File: config.mk
export PLATFORM = sky130hd
export DESIGN_NAME = dio_ports
export DESIGN_NICKNAME = d
export VERILOG_FILES = /design/src/hdl/dio_pkg.sv /design/src/hdl/dio_ports.sv
export SDC_FILE = /design/constraint.sdc
export NUM_CORES = 1
export LEC_CHECK = 0
export ABC_CLOCK_PERIOD_IN_PS = 7200
export BUFFER_PORTS_ARGS = -buffer_cell sky130_fd_sc_hd__buf_4
export CAP_MARGIN = 20
export CORE_MARGIN = 4
export CORE_UTILIZATION = 30
export CTS_BUF_LIST = sky130_fd_sc_hd__clkbuf_8
export DETAILED_ROUTE_END_ITERATION = 10
export PLACE_DENSITY = 0.61
export SYNTH_ARGS = -nofsm -noshare
export SYNTH_HDL_FRONTEND = slang
export SYNTH_SLANG_ARGS = --single-unit
File: constraint.sdc
create_clock -name clk -period 7.2 [get_ports clk]
set_clock_uncertainty 0.2 [all_clocks]
set_input_delay 1.8 -clock clk [delete_from_list [all_inputs] [get_ports clk]]
set_output_delay 1.8 -clock clk [all_outputs]
set_load 0.02 [all_outputs]
File: src/hdl/dio_pkg.sv
package dio_pkg;
	localparam int DIO_WIDTH = 8;
	localparam int DIO_PORT_WIDTH = 8;
	// register byte offsets
	localparam logic [7:0] DIO_OFF_GEN_DIR = 8'h00;
	localparam logic [7:0] DIO_OFF_GEN_OUT = 8'h04;
	localparam logic [7:0] DIO_OFF_GEN_IN = 8'h08;
	localparam logic [7:0] DIO_OFF_PPI_CTRL = 8'h0C;
	localparam logic [7:0] DIO_OFF_PORT_A = 8'h10;
	localparam logic [7:0] DIO_OFF_PORT_B = 8'h14;
	localparam logic [7:0] DIO_OFF_PORT_C = 8'h18;
	localparam logic [7:0] DIO_OFF_STATUS = 8'h1C;
	// control register fields
	localparam int DIO_CTRL_A_DIR = 0;
	localparam int DIO_CTRL_B_DIR = 1;
	localparam int DIO_CTRL_CL_DIR = 2;
	localparam int DIO_CTRL_CH_DIR = 3;
	localparam int DIO_CTRL_A_MODE = 4;
	localparam int DIO_CTRL_B_MODE = 6;
	localparam logic [7:0] DIO_CTRL_RESET = 8'h0F;
	localparam logic [7:0] DIO_ZERO8 = 8'h00;
	// third-port handshake bit positions
	localparam int DIO_HS_A_ACK = 6;
	localparam int DIO_HS_A_OBF = 7;
	localparam int DIO_HS_A_STB = 4;
	localparam int DIO_HS_A_IBF = 5;
	localparam int DIO_HS_B_STB = 2;
	localparam int DIO_HS_B_IBF = 1;
	localparam int DIO_HS_B_OBF = 1;
	localparam int DIO_HS_B_ACK = 2;
	typedef enum logic [1:0] {
		DIO_MODE_SIMPLE,
		DIO_MODE_STROBED,
		DIO_MODE_BIDIR
	} dio_mode_t;
	typedef struct packed {
		logic psel;
		logic penable;
		logic pwrite;
		logic [7:0] paddr;
		logic [31:0] pwdata;
	} dio_apb_req_t;
	typedef struct packed {
		logic [7:0] out;
		logic [7:0] oe;
	} dio_pins_t;
endpackage : dio_pkg

File: src/hdl/dio_ports.sv
// Chosen here: the APB interface to the registers and the register offsets.
`timescale 1ns/10ps
`default_nettype none
module dio_ports #(
	parameter int WIDTH = dio_pkg::DIO_WIDTH
) (
	input wire logic clk,
	input wire logic rst_b,
	input wire logic psel,
	input wire logic penable,
	input wire logic pwrite,
	input wire logic [7:0] paddr,
	input wire logic [31:0] pwdata,
	output logic [31:0] prdata,
	output logic pready,
	output logic pslverr,
	input wire logic [WIDTH-1:0] generalIoLinesIn,
	output logic [WIDTH-1:0] generalIoLinesOut,
	output logic [WIDTH-1:0] generalIoLinesOe,
	output logic counter0Direction,
	output logic counter1Direction,
	input wire logic [7:0] firstBytePortIn,
	output logic [7:0] firstBytePortOut,
	output logic [7:0] firstBytePortOe,
	input wire logic [7:0] secondBytePortIn,
	output logic [7:0] secondBytePortOut,
	output logic [7:0] secondBytePortOe,
	input wire logic [7:0] thirdBytePortIn,
	output logic [7:0] thirdBytePortOut,
	output logic [7:0] thirdBytePortOe
);
	////////////////////////////////////////////////////////////////////////
	logic rstMeta, rstSync;
	always_ff @(posedge clk or negedge rst_b) begin
		if (!rst_b) begin
			rstMeta <= 1'b0;
			rstSync <= 1'b0;
		end else begin
			rstMeta <= 1'b1;
			rstSync <= rstMeta;
		end
	end

	dio_pkg::dio_apb_req_t req;
	assign req = '{psel, penable, pwrite, paddr, pwdata};
	logic wrEn, rdEn;
	// zero-wait-state slave: access phase answered in the first cycle
	assign wrEn = req.psel && req.penable && req.pwrite && pready;
	assign rdEn = req.psel && !req.penable;

	function automatic logic [7:0] sel8(input logic [7:0] pin,
		input logic [7:0] latch, input logic [7:0] oe);
		sel8 = (pin & ~oe) | (latch & oe);
	endfunction : sel8

	////////////////////////////////////////////////////////////////////////
	logic [WIDTH-1:0] genDir, genOut;
	logic [7:0] ctrl, latA, latB, latC, inLatA, inLatB;
	logic ibfA, obfA, ibfB, obfB;
	dio_pkg::dio_mode_t modeA, modeB;
	assign modeA = dio_pkg::dio_mode_t'(ctrl[dio_pkg::DIO_CTRL_A_MODE +: 2]);
	assign modeB = dio_pkg::dio_mode_t'({1'b0, ctrl[dio_pkg::DIO_CTRL_B_MODE]});
	logic [7:0] genLevel;
	assign genLevel = sel8(generalIoLinesIn, genOut, genDir);

	always_ff @(posedge clk or negedge rstSync) begin
		if (!rstSync) begin
			genDir <= '0;
			genOut <= '0;
		end else if (wrEn && req.paddr == dio_pkg::DIO_OFF_GEN_DIR) begin
			genDir <= req.pwdata[WIDTH-1:0];
		end else if (wrEn && req.paddr == dio_pkg::DIO_OFF_GEN_OUT) begin
			genOut <= req.pwdata[WIDTH-1:0];
		end
	end

	always_ff @(posedge clk or negedge rstSync) begin
		if (!rstSync) begin
			ctrl <= dio_pkg::DIO_CTRL_RESET;
			latA <= dio_pkg::DIO_ZERO8;
			latB <= dio_pkg::DIO_ZERO8;
			latC <= dio_pkg::DIO_ZERO8;
		end else if (wrEn) begin
			if (req.paddr == dio_pkg::DIO_OFF_PPI_CTRL) begin
				ctrl <= req.pwdata[7:0];
			end else if (req.paddr == dio_pkg::DIO_OFF_PORT_A) begin
				latA <= req.pwdata[7:0];
			end else if (req.paddr == dio_pkg::DIO_OFF_PORT_B) begin
				latB <= req.pwdata[7:0];
			end else if (req.paddr == dio_pkg::DIO_OFF_PORT_C) begin
				latC <= req.pwdata[7:0];
			end
		end
	end

	////////////////////////////////////////////////////////////////////////
	// strobed handshake: input full set by partner strobe, cleared by software read; output full set by software write, cleared by partner ack
	logic stbA, stbB, ackA, ackB, rdA, rdB, wrA, wrB;
	assign stbA = !thirdBytePortIn[dio_pkg::DIO_HS_A_STB];
	assign ackA = !thirdBytePortIn[dio_pkg::DIO_HS_A_ACK];
	assign stbB = !thirdBytePortIn[dio_pkg::DIO_HS_B_STB];
	assign ackB = !thirdBytePortIn[dio_pkg::DIO_HS_B_ACK];
	assign rdA = rdEn && !req.pwrite && req.paddr == dio_pkg::DIO_OFF_PORT_A;
	assign rdB = rdEn && !req.pwrite && req.paddr == dio_pkg::DIO_OFF_PORT_B;
	assign wrA = wrEn && req.paddr == dio_pkg::DIO_OFF_PORT_A;
	assign wrB = wrEn && req.paddr == dio_pkg::DIO_OFF_PORT_B;
	logic aIn, bIn;
	assign aIn = ctrl[dio_pkg::DIO_CTRL_A_DIR];
	assign bIn = ctrl[dio_pkg::DIO_CTRL_B_DIR];

	always_ff @(posedge clk or negedge rstSync) begin
		if (!rstSync) begin
			ibfA <= 1'b0;
			obfA <= 1'b0;
			ibfB <= 1'b0;
			obfB <= 1'b0;
			inLatA <= dio_pkg::DIO_ZERO8;
			inLatB <= dio_pkg::DIO_ZERO8;
		end else begin
			// set wins over clear in the same cycle
			if (stbA && modeA != dio_pkg::DIO_MODE_SIMPLE
					&& (aIn || modeA == dio_pkg::DIO_MODE_BIDIR)) begin
				ibfA <= 1'b1;
				inLatA <= firstBytePortIn;
			end else if (rdA) begin
				ibfA <= 1'b0;
			end
			if (wrA && modeA != dio_pkg::DIO_MODE_SIMPLE) begin
				obfA <= 1'b1;
			end else if (ackA) begin
				obfA <= 1'b0;
			end
			if (stbB && modeB == dio_pkg::DIO_MODE_STROBED && bIn) begin
				ibfB <= 1'b1;
				inLatB <= secondBytePortIn;
			end else if (rdB) begin
				ibfB <= 1'b0;
			end
			if (wrB && modeB == dio_pkg::DIO_MODE_STROBED && !bIn) begin
				obfB <= 1'b1;
			end else if (ackB) begin
				obfB <= 1'b0;
			end
		end
	end

	////////////////////////////////////////////////////////////////////////
	logic [7:0] oeA, oeB, oeC, hsOe, hsVal;
	always_comb begin
		hsOe = 8'h00;
		hsVal = 8'h00;
		if (modeA != dio_pkg::DIO_MODE_SIMPLE) begin
			hsOe[dio_pkg::DIO_HS_A_IBF] = 1'b1;
			hsVal[dio_pkg::DIO_HS_A_IBF] = ibfA;
			hsOe[dio_pkg::DIO_HS_A_OBF] = 1'b1;
			hsVal[dio_pkg::DIO_HS_A_OBF] = !obfA;
		end
		if (modeB == dio_pkg::DIO_MODE_STROBED) begin
			hsOe[dio_pkg::DIO_HS_B_IBF] = 1'b1;
			hsVal[dio_pkg::DIO_HS_B_IBF] = bIn ? ibfB : !obfB;
		end
		// bidirectional: port A driven only while partner acknowledges
		if (modeA == dio_pkg::DIO_MODE_BIDIR) begin
			oeA = ackA ? 8'hFF : 8'h00;
		end else begin
			oeA = aIn ? 8'h00 : 8'hFF;
		end
		oeB = bIn ? 8'h00 : 8'hFF;
		oeC = {{4{!ctrl[dio_pkg::DIO_CTRL_CH_DIR]}},
			{4{!ctrl[dio_pkg::DIO_CTRL_CL_DIR]}}};
		oeC = (oeC & ~hsOe) | hsOe;
	end

	always_ff @(posedge clk or negedge rstSync) begin
		if (!rstSync) begin
			generalIoLinesOe <= '0;
			generalIoLinesOut <= '0;
			firstBytePortOe <= 8'h00;
			secondBytePortOe <= 8'h00;
			thirdBytePortOe <= 8'h00;
			firstBytePortOut <= 8'h00;
			secondBytePortOut <= 8'h00;
			thirdBytePortOut <= 8'h00;
			counter0Direction <= 1'b0;
			counter1Direction <= 1'b0;
		end else begin
			generalIoLinesOe <= genDir;
			generalIoLinesOut <= genOut;
			firstBytePortOe <= oeA;
			secondBytePortOe <= oeB;
			thirdBytePortOe <= oeC;
			firstBytePortOut <= latA;
			secondBytePortOut <= latB;
			thirdBytePortOut <= (latC & ~hsOe) | (hsVal & hsOe);
			// taps observe the pad level on input lines and the output latch on driven lines
			counter0Direction <= genLevel[6];
			counter1Direction <= genLevel[7];
		end
	end

	////////////////////////////////////////////////////////////////////////
	logic [31:0] rdVal;
	always_comb begin
		rdVal = 32'h0000_0000;
		if (req.paddr == dio_pkg::DIO_OFF_GEN_DIR) begin
			rdVal[WIDTH-1:0] = genDir;
		end else if (req.paddr == dio_pkg::DIO_OFF_GEN_OUT) begin
			rdVal[WIDTH-1:0] = genOut;
		end else if (req.paddr == dio_pkg::DIO_OFF_GEN_IN) begin
			rdVal[WIDTH-1:0] = genLevel;
		end else if (req.paddr == dio_pkg::DIO_OFF_PPI_CTRL) begin
			rdVal[7:0] = ctrl;
		end else if (req.paddr == dio_pkg::DIO_OFF_PORT_A) begin
			rdVal[7:0] = modeA == dio_pkg::DIO_MODE_SIMPLE
				? sel8(firstBytePortIn, latA, oeA) : inLatA;
		end else if (req.paddr == dio_pkg::DIO_OFF_PORT_B) begin
			rdVal[7:0] = modeB == dio_pkg::DIO_MODE_SIMPLE
				? sel8(secondBytePortIn, latB, oeB) : inLatB;
		end else if (req.paddr == dio_pkg::DIO_OFF_PORT_C) begin
			rdVal[7:0] = sel8(thirdBytePortIn, latC, oeC);
		end else if (req.paddr == dio_pkg::DIO_OFF_STATUS) begin
			rdVal[3:0] = {obfB, ibfB, obfA, ibfA};
		end
	end

	logic unmapped;
	assign unmapped = req.paddr > dio_pkg::DIO_OFF_STATUS
		|| req.paddr[1:0] != 2'b00;

	always_ff @(posedge clk or negedge rstSync) begin
		if (!rstSync) begin
			prdata <= 32'h0000_0000;
			pready <= 1'b0;
			pslverr <= 1'b0;
		end else begin
			pready <= rdEn;
			pslverr <= rdEn && unmapped;
			if (rdEn) begin
				prdata <= req.pwrite ? 32'h0000_0000 : rdVal;
			end
		end
	end
endmodule : dio_ports
`default_nettype wire

# Word-level counts from Yosys, hierarchy flattened

Cells that the tools add are included.

Flip-flop bits (word level): 170
Output and inout port bits: 100
Word-level logic and storage cells: 136

$lt $le $gt $ge: 1
Eq/ne operators: 10
Mux-type cells: 30
Bitwise operators: 26
Reductions and logical operators: 42

Operators by type and width:

| operator           | number |
|---|---|
| $mux 8             | 13 |
| $and 8x8->8        | 11 |
| $or 8x8->8         | 6 |
| $not 8->8          | 5 |
| $eq 8x5->1 const B | 4 |
| $logic_and 1x1->1  | 19 |
| $eq 8x4->1 const B | 2 |
| $mux 1             | 14 |
| $mux 4             | 3 |
| $logic_not 1->1    | 9 |
| $eq 8x3->1 const B | 1 |
| $gt 8x5->1 const B | 1 |
| $logic_not 8->1    | 1 |
| $reduce_bool 2->1  | 4 |
| $reduce_and 5->1   | 1 |
| $logic_not 2->1    | 2 |
| $ne 2x1->1 const B | 2 |
| $not 1->1          | 4 |
| $reduce_and 2->1   | 2 |
| $reduce_and 4->1   | 1 |
| $reduce_and 3->1   | 1 |
| $eq 2x2->1 const B | 1 |
| $logic_or 1x1->1   | 2 |

# Depth between registers and ports, before layout

Gate-level depths: netlist of run 1.

Depth after elaboration: 16
Gate-level depth with buffers: 7
Depth with buffers taken out: 5

# Worst setup path before layout of run 1

No wires, ideal clock.

Kind: input to register
Start point: in paddr[7]
End point: reg prdata[3]
Library setup time: 144 ps
Arrival time: 2932 ps
Data required time: 6856 ps
Path slack: 3925 ps
Cell stages on the path: 5
Cells stage by stage: or4_4 > nor3_4 > o221ai_1 > o311ai_0 > o311ai_1

Cells in the longest elaborated chain, start to end: 10
Elaborated cells between the ends (all ways): 17
Classes of those cells: eq/ne: 7; mux: 9; reduce/logical: 1

Ends and longest elaborated chain:

| item                   | line             | text |
|---|---|---|
| start: declaration     | dio_ports.sv:12  | `input wire logic [7:0] paddr,` |
| $eq 8x5->1             | dio_ports.sv:221 | `end else if (req.paddr == dio_pkg::DIO_OFF_STATUS) begin` |
| $mux 4                 | dio_ports.sv:221 |  |
| $mux 4                 | dio_ports.sv:219 | `end else if (req.paddr == dio_pkg::DIO_OFF_PORT_C) begin` |
| $mux 8                 | dio_ports.sv:216 | `end else if (req.paddr == dio_pkg::DIO_OFF_PORT_B) begin` |
| $mux 8                 | dio_ports.sv:213 | `end else if (req.paddr == dio_pkg::DIO_OFF_PORT_A) begin` |
| $mux 8                 | dio_ports.sv:211 | `end else if (req.paddr == dio_pkg::DIO_OFF_PPI_CTRL) begin` |
| $mux 8                 | dio_ports.sv:209 | `end else if (req.paddr == dio_pkg::DIO_OFF_GEN_IN) begin` |
| $mux 8                 | dio_ports.sv:207 | `end else if (req.paddr == dio_pkg::DIO_OFF_GEN_OUT) begin` |
| $mux 8 (*)             | dio_ports.sv:205 | `if (req.paddr == dio_pkg::DIO_OFF_GEN_DIR) begin` |
| $mux 8 (*)             | dio_ports.sv:239 | `prdata <= req.pwrite ? 32'h0000_0000 : rdVal;` |
| end signal: assignment | dio_ports.sv:239 |  |
| end: declaration       | dio_ports.sv:14  | `output logic [31:0] prdata,` |

Every way passes the cells marked *; elsewhere a longest branch is shown, timed or not.
A chain may end at the register's enable or synchronous reset.

# Worst setup path in the final report of run 1

Start point: in paddr[3]
End point: reg prdata[3]

The elaborated chain is that of the path after synthesis.

==> results.ini, run 1 <==
[global_routing]
met2_usage_pct = 25.17
grt_busiest_layer = met2
overflow = 0
grt_max_degree = 67
met1_usage_pct = 20.28
grt_pass1_vias = 4324
antenna_found_initial = 2
use_met3_pct = 4.752
grt_pass1_wl_mm = 25.54
grt_usage_pct = 15.65

[setup_path]
end_kind = flop
crit_fanout = 34
slowest_stage = a2111oi_0
start_kind = input pin
path_cells = buf_4 -> nor2b_1 -> nand2_1 -> a2111oi_0 -> o311ai_0 -> o311ai_1
worstPathRequired_ps = 7340
crit_buf_inv = 1
path_class = input pin to flop
cp_top_family = compound AO/OA/AOI/OAI gates
arrival_ps = 3790
cp_slowest_stage_delay_ps = 620

[synth]
synthTopCellsByArea = dfrtp_1 53%, mux2_2 13%, buf_4 5.7%
synth_edf_count = 0
synth_flop_cell = dfrtp_1
synth_top_cell_area_share_pct = 53.15
postSynth.asyncResetShare_pct = 100.0
netlist_area_sq_mm = 0.005838
synth_top_area_cell = dfrtp_1
synthDistinctLibCells = 53
synth_seq_cells = 128
yosysSeqAreaShare_pct = 54.95
synth.avg_cell_area_sq_um = 12.11
yosysWarnings = 0
netlist_instances = 482

[power]
power_switching_uw = 371.1
pwr-share-comb_pct = 6.9
p_leak_nw = 3.442
sw_frac_of_total_pct = 25.59
ir_worst_vdd_mv = 0.09699
intPower_mw = 1.079
p_per_area_mw_per_mm2 = 201.5
p_clk_share_pct = 42.1
seq_power_share_pct = 51.1

[layout]
layout.nets = 667
layout_commonest_cell = buf_4
post_route_cells_drive_above_1_share_pct = 40.96
area_delta_synth_final_pct = 23.25
final_cell_mix = 129 x buf_4, 123 x dfrtp_1, 67 x mux2_2
fin_util_pct = 38.09

[place]
hpwl_mm = 12.45
place.gp.congestion = 0.8733
port_buffers = 128

[floorplanning]
core_sq_mm = 0.01889
rows = 50
start_util_pct = 30.90
io_pins = 177
fp.dieArea_sq_mm = 0.02176
die_x_um = 147.5
fp.dieH_um = 147.5

[detailed_routing]
dr_total_vias = 4094
drtIter0Drc = 183
drt_pass1_iterations = 5
wl_per_cell_um = 19.59
postRouteAntennaNets = 0
wl_mm = 16.93
route.detailed.drc = 0
via_per_inst = 4.738

[clock_network]
numCtsBuffers = 17
cts_repair_resize_count = 0
clockBufferDepth = 2
cts-root-buf = clkbuf_8
postCtsHoldBufs = 0
cts.reportedPaths.clkPinSlew_ps = 70
post_cts_buffers = 0
cts_tree = done
cts.sinks = 128
clk_latency_ps = 450
htree_levels = 4

[sta]
hold_viol = 0
worst_slew_pin_slew_ps = 931.5
slew_headroom_pct = 37.67
setup_violations = 0
drv_slew = 0
setup_tns_ps = 0
min_period_ps = 3651
rsz0062_at_grt = no
max_freq_ghz = 0.2739
fin_crit_sh_pct = 50.71

[min_path]
hold_class = flop to flop

[outcome]
run_status = finished, final reports clean

[run]
drv_cap = 0

==> metrics by stage <==
step / cell area (sq um) / std cells / total power [mW] / worst slack, ps / hold slack, ps
final: 7196 / 864 / 1.450 / 3549 / 153.2
after global routing: 7196 / 864 / 1.515 / 3414 / 181.1
after CTS: 7193 / 863 / 1.475 / 3594 / 157.9
after detailed placement: 6803 / 831 / 0.8553 / 3104 / 141.1
after global placement: 6803 / 831 / 0.8532 / 3076 / 133.8
after floorplan: 5924 / 505 / 0.8103 / 3177 / 131.2
==> worst paths after layout <==
check / startpoint / end / slack (ps) / depth (start not counted)
hold reg to reg: rstMeta$_DFF_PN0_ / rstSync$_DFF_PN0_ / 150 / 0
setup / recovery: paddr[3] / prdata[3]$_DFFE_PN0P_ / 3550 / 6
min in group asynchronous: rstSync$_DFF_PN0_ / secondBytePortOut[0]$_DFF_PN0_ / 210 / 0
hold / removal: rstMeta$_DFF_PN0_ / rstSync$_DFF_PN0_ / 150 / 0
max in group asynchronous: rstSync$_DFF_PN0_ / firstBytePortOe[6]$_DFF_PN0_ / 5240 / 1
setup reg to reg: ctrl[6]$_DFFE_PN0P_ / prdata[3]$_DFFE_PN0P_ / 4530 / 5
==> Yosys cell counts, drive strengths merged (2+ instances only) <==
master / instances
dfstp: 4
dfrtp: 124
o221ai: 6
a21o: 3
a2111oi: 4
nor3: 3
o311ai: 6
o22ai: 3
a221oi: 4
o31ai: 2
a22o: 2
clkbuf: 10
nand2b: 7
a21oi: 15
nor4: 2
nand2: 36
mux2i: 29
nand3b: 2
a31oi: 2
buf: 53
or3: 2
o21ai: 27
nor2b: 7
nor2: 21
inv: 9
a211oi: 4
nand3: 11
mux2: 67
conb: 2
==> flip-flops by register name, summed over array words and instances (netlist names), 4 cells and up <==
name	cells
generalIoLinesOut	8
thirdBytePortOe	4
secondBytePortOut	8
thirdBytePortOut	8
genOut	8
latA	8
prdata	8
generalIoLinesOe	8
genDir	8
inLatA	8
latC	8
inLatB	8
firstBytePortOut	8
latB	8
ctrl	8
==> power by group through the flow <==
stage	clock [mW]	sequential, mW	combinational (mW)
4_1_cts	0.633	0.741	0.101
5_1_grt	0.664	0.743	0.108
2_1_floorplan	0	0.759	0.0513
3_5_place_dp	0	0.755	0.101
6_report	0.610	0.740	0.0997
3_3_place_gp	0	0.754	0.0992
==> cell type report <==
| class | count | area (sq um) |
|---|---|---|
| antenna | 1 | 2.502 |
| clock buffer | 18 | 247.7 |
| clock inverter | 14 | 142.6 |
| fill | 1922 | 11700 |
| inverter | 9 | 33.78 |
| multi-input combinational | 305 | 2263 |
| sequential | 128 | 3212 |
| tap | 260 | 325.3 |
| timing repair buffer | 129 | 968.4 |
==> cell families (layout without fill, tap and decap cells) <==
| kind of cell | Yosys count | count (layout) | share of synthesized area (%) |
|---|---|---|---|
| buffers and inverters | 72 | 170 | 7.758 |
| and+or+nand+nor | 98 | 98 | 9.387 |
| DFF | 128 | 128 | 54.95 |
| other | 2 | 26 | 0.1286 |
| AOI/OAI and AO/OA | 86 | 86 | 9.880 |
| muxes | 96 | 96 | 17.90 |
==> layer usage <==
layer  routed length, um  part of all wire, %
met1                7248                   43
met2                8268                   49
met3                1117                  6.6
met4                 295                  1.7
met5                   0                    0
No activity file was read; power rests on OpenSTA's default activity.
==> run 2: changes to the inputs <==
Settings changed: ABC_AREA set to 1, ABC_CLOCK_PERIOD_IN_PS 7200 to 3800, PLACE_DENSITY 0.61 to 0.62.
Clock period 7.2 ns to 3.8 ns, I/O delays scaled along.
==> results.ini, run 2 <==
[outcome]
run_status = finished, final reports clean

[synth]
yosysWarnings = 0
synth_common_cells = 182 x nand2_1, 124 x dfrtp_1, 60 x o21ai_0, 51 x inv_1, 42 x buf_4
netlist_instances = 635
synth_mux_area_share_pct = 1.549
synthTopCellsByArea = dfrtp_1 54%, nand2_1 12%, buf_4 5.5%
yosysSeqAreaShare_pct = 55.95
synth_adder_area_share_pct = 0
synth_top_cell_area_share_pct = 54.11
netlist_area_sq_mm = 0.005734
synth-compound-area-share_pct = 10.67
synth_xor_xnor_area_share_pct = 0
synth.avg_cell_area_sq_um = 9.030
synthDistinctLibCells = 30
synthSimpleGateAreaFrac_pct = 21.08
synth.most_common_cell = nand2_1
synth_flop_cell = dfrtp_1
postSynth.asyncResetShare_pct = 100.0
synth_top_family_by_area = simple AND/OR/NAND/NOR gates
synth_edf_count = 0
synth_top_area_cell = dfrtp_1
synth_seq_cells = 128

[clock_network]
numCtsBuffers = 17
post_cts_buffers = 0
cts_repair_resize_count = 0
postCtsHoldBufs = 0
clockBufferDepth = 2
htree_levels = 4
cts.reportedPaths.clkPinSlew_ps = 70
clk_latency_ps = 440
cts-root-buf = clkbuf_8
cts.sinks = 128
cts_tree = done

[setup_path]
reg2reg_depth = 10
crit_fanout = 19
worstPathRequired_ps = 3940
end_kind = flop
path_class = flop to flop
arrival_ps = 2510
start_kind = flop

[global_routing]
overflow = 0
use_met3_pct = 4.562
grt_busiest_layer = met2
antenna_found_initial = 0
grt_max_degree = 65
met1_usage_pct = 20.09
grt_pass1_wl_mm = 24.44
grt_usage_pct = 14.95
grt_pass1_vias = 4315
met2_usage_pct = 23.64

[floorplanning]
fp.dieH_um = 146.3
die_x_um = 146.3
rows = 50
io_pins = 177
fp.dieArea_sq_mm = 0.02139
core_sq_mm = 0.01877
start_util_pct = 30.55

[run]
drv_cap = 0

[place]
place.gp.congestion = 0.8730
hpwl_mm = 11.84
port_buffers = 128

[layout]
num_antenna_cells = 0
area_delta_synth_final_pct = 22.93
final_cell_mix = 182 x nand2_1, 130 x buf_4, 123 x dfrtp_1
layout.nets = 830
fin_util_pct = 37.56
layout_commonest_cell = nand2_1
post_route_cells_drive_above_1_share_pct = 25.79

[sta]
rsz0062_at_grt = no
hold_viol = 0
slew_headroom_pct = 42.55
setup_tns_ps = 0
max_freq_ghz = 0.4213
worst_slew_pin_slew_ps = 861.7
fin_crit_sh_pct = 62.46
min_period_ps = 2374
setup_violations = 0
drv_slew = 0

[detailed_routing]
postRouteAntennaNets = 0
wl_per_cell_um = 16.07
drtIter0Drc = 352
wl_mm = 16.03
route.detailed.drc = 0
dr_total_vias = 4519
via_per_inst = 4.528
drt_pass1_iterations = 5

[power]
sw_frac_of_total_pct = 24.42
intPower_mw = 1.953
ir_worst_vdd_mv = 0.2181
pwr-share-comb_pct = 6.0
seq_power_share_pct = 53.8
p_clk_share_pct = 40.2
p_leak_nw = 3.654
power_switching_uw = 631.1
p_per_area_mw_per_mm2 = 366.6

[min_path]
hold_class = input pin to asynchronous set/reset pin

run 2: cell count changes in the layout (fill, tap and decap cells not counted), sizes merged, moves of 7 or more:
cell / before / now
o21ai: 27 / 71
a21oi: 15 / 25
nor2: 21 / 44
nand3: 11 / 38
mux2: 67 / 7
nand2: 36 / 188
nand2b: 7 / 0
o211ai: 1 / 9
mux2i: 29 / 1
nor2b: 7 / 0
inv: 11 / 58
run 2: stage by stage:
stage	power, mW	instances	hold WS [ps]	setup slack, ps	cell area (sq um)
4_1_cts	2.617	998	43.14	1447	7049
5_1_grt	2.698	998	38.15	1311	7049
6_report	2.584	998	74.57	1426	7049
3_5_place_dp	1.574	968	141.3	1017	6710
3_3_place_gp	1.573	968	135.1	1014	6710
2_1_floorplan	1.503	658	131.1	1472	5822
run 2: metal layers:
layer  wire (um)  vias to the layer above
li1            -                     2221
met1        7109                     2113
met2        7614                      168
met3        1142                       17
met4         167                        0
met5           0                        -
run 2: final cells by class:
type	instances	area (sq um)
Clock inverter	11	77.57
Sequential cell	128	3212
Multi-Input combinational cell	420	2003
Timing Repair Buffer	131	996.0
Inverter	55	206.4
Clock buffer	19	261.5
Fill cell	1948	11720
Tap cell	234	292.8
run 2: critical path, cell delays in order, from the launching register on:
cell,delay [ps]
dfrtp_1,430
nor2_2,630
nand2_1,240
nand2_1,110
nand2_1,50
nand2_1,60
nand2_1,60
a21oi_1,250
nand4_1,120
nand2_1,80
nand2_1,40
run 2: logic make-up (layout without fill, tap and decap cells):
| kind of cell | Yosys count | count (layout) |
|---|---|---|
| buffers and inverters | 110 | 216 |
| other | 2 | 25 |
| and+or+nand+nor | 278 | 278 |
| DFF | 128 | 128 |
| AOI/OAI and AO/OA | 109 | 109 |
| muxes | 8 | 8 |
run 2: power by group through the flow:
stage               sequential [mW]  combinational [mW]  clock [mW]
floorplan                      1.43              0.0774           0
detailed placement             1.42               0.157           0
finish                         1.39               0.156        1.04
CTS                            1.39               0.157        1.07
global placement               1.42               0.157           0
global route                   1.39               0.170        1.14
run 2: worst paths after layout:
path | start | endpoint | slack (ps)
max | ctrl[5]$_DFFE_PN0P_ | prdata[7]$_DFFE_PN0P_ | 1430
min | rst_b | rstSync$_DFF_PN0_ | 70
max reg2reg | ctrl[5]$_DFFE_PN0P_ | prdata[7]$_DFFE_PN0P_ | 1430
min reg2reg | rstMeta$_DFF_PN0_ | rstSync$_DFF_PN0_ | 150
max in group asynchronous | rstSync$_DFF_PN0_ | ctrl[3]$_DFFE_PN1P_ | 2290
min in group clk | rstMeta$_DFF_PN0_ | rstSync$_DFF_PN0_ | 150
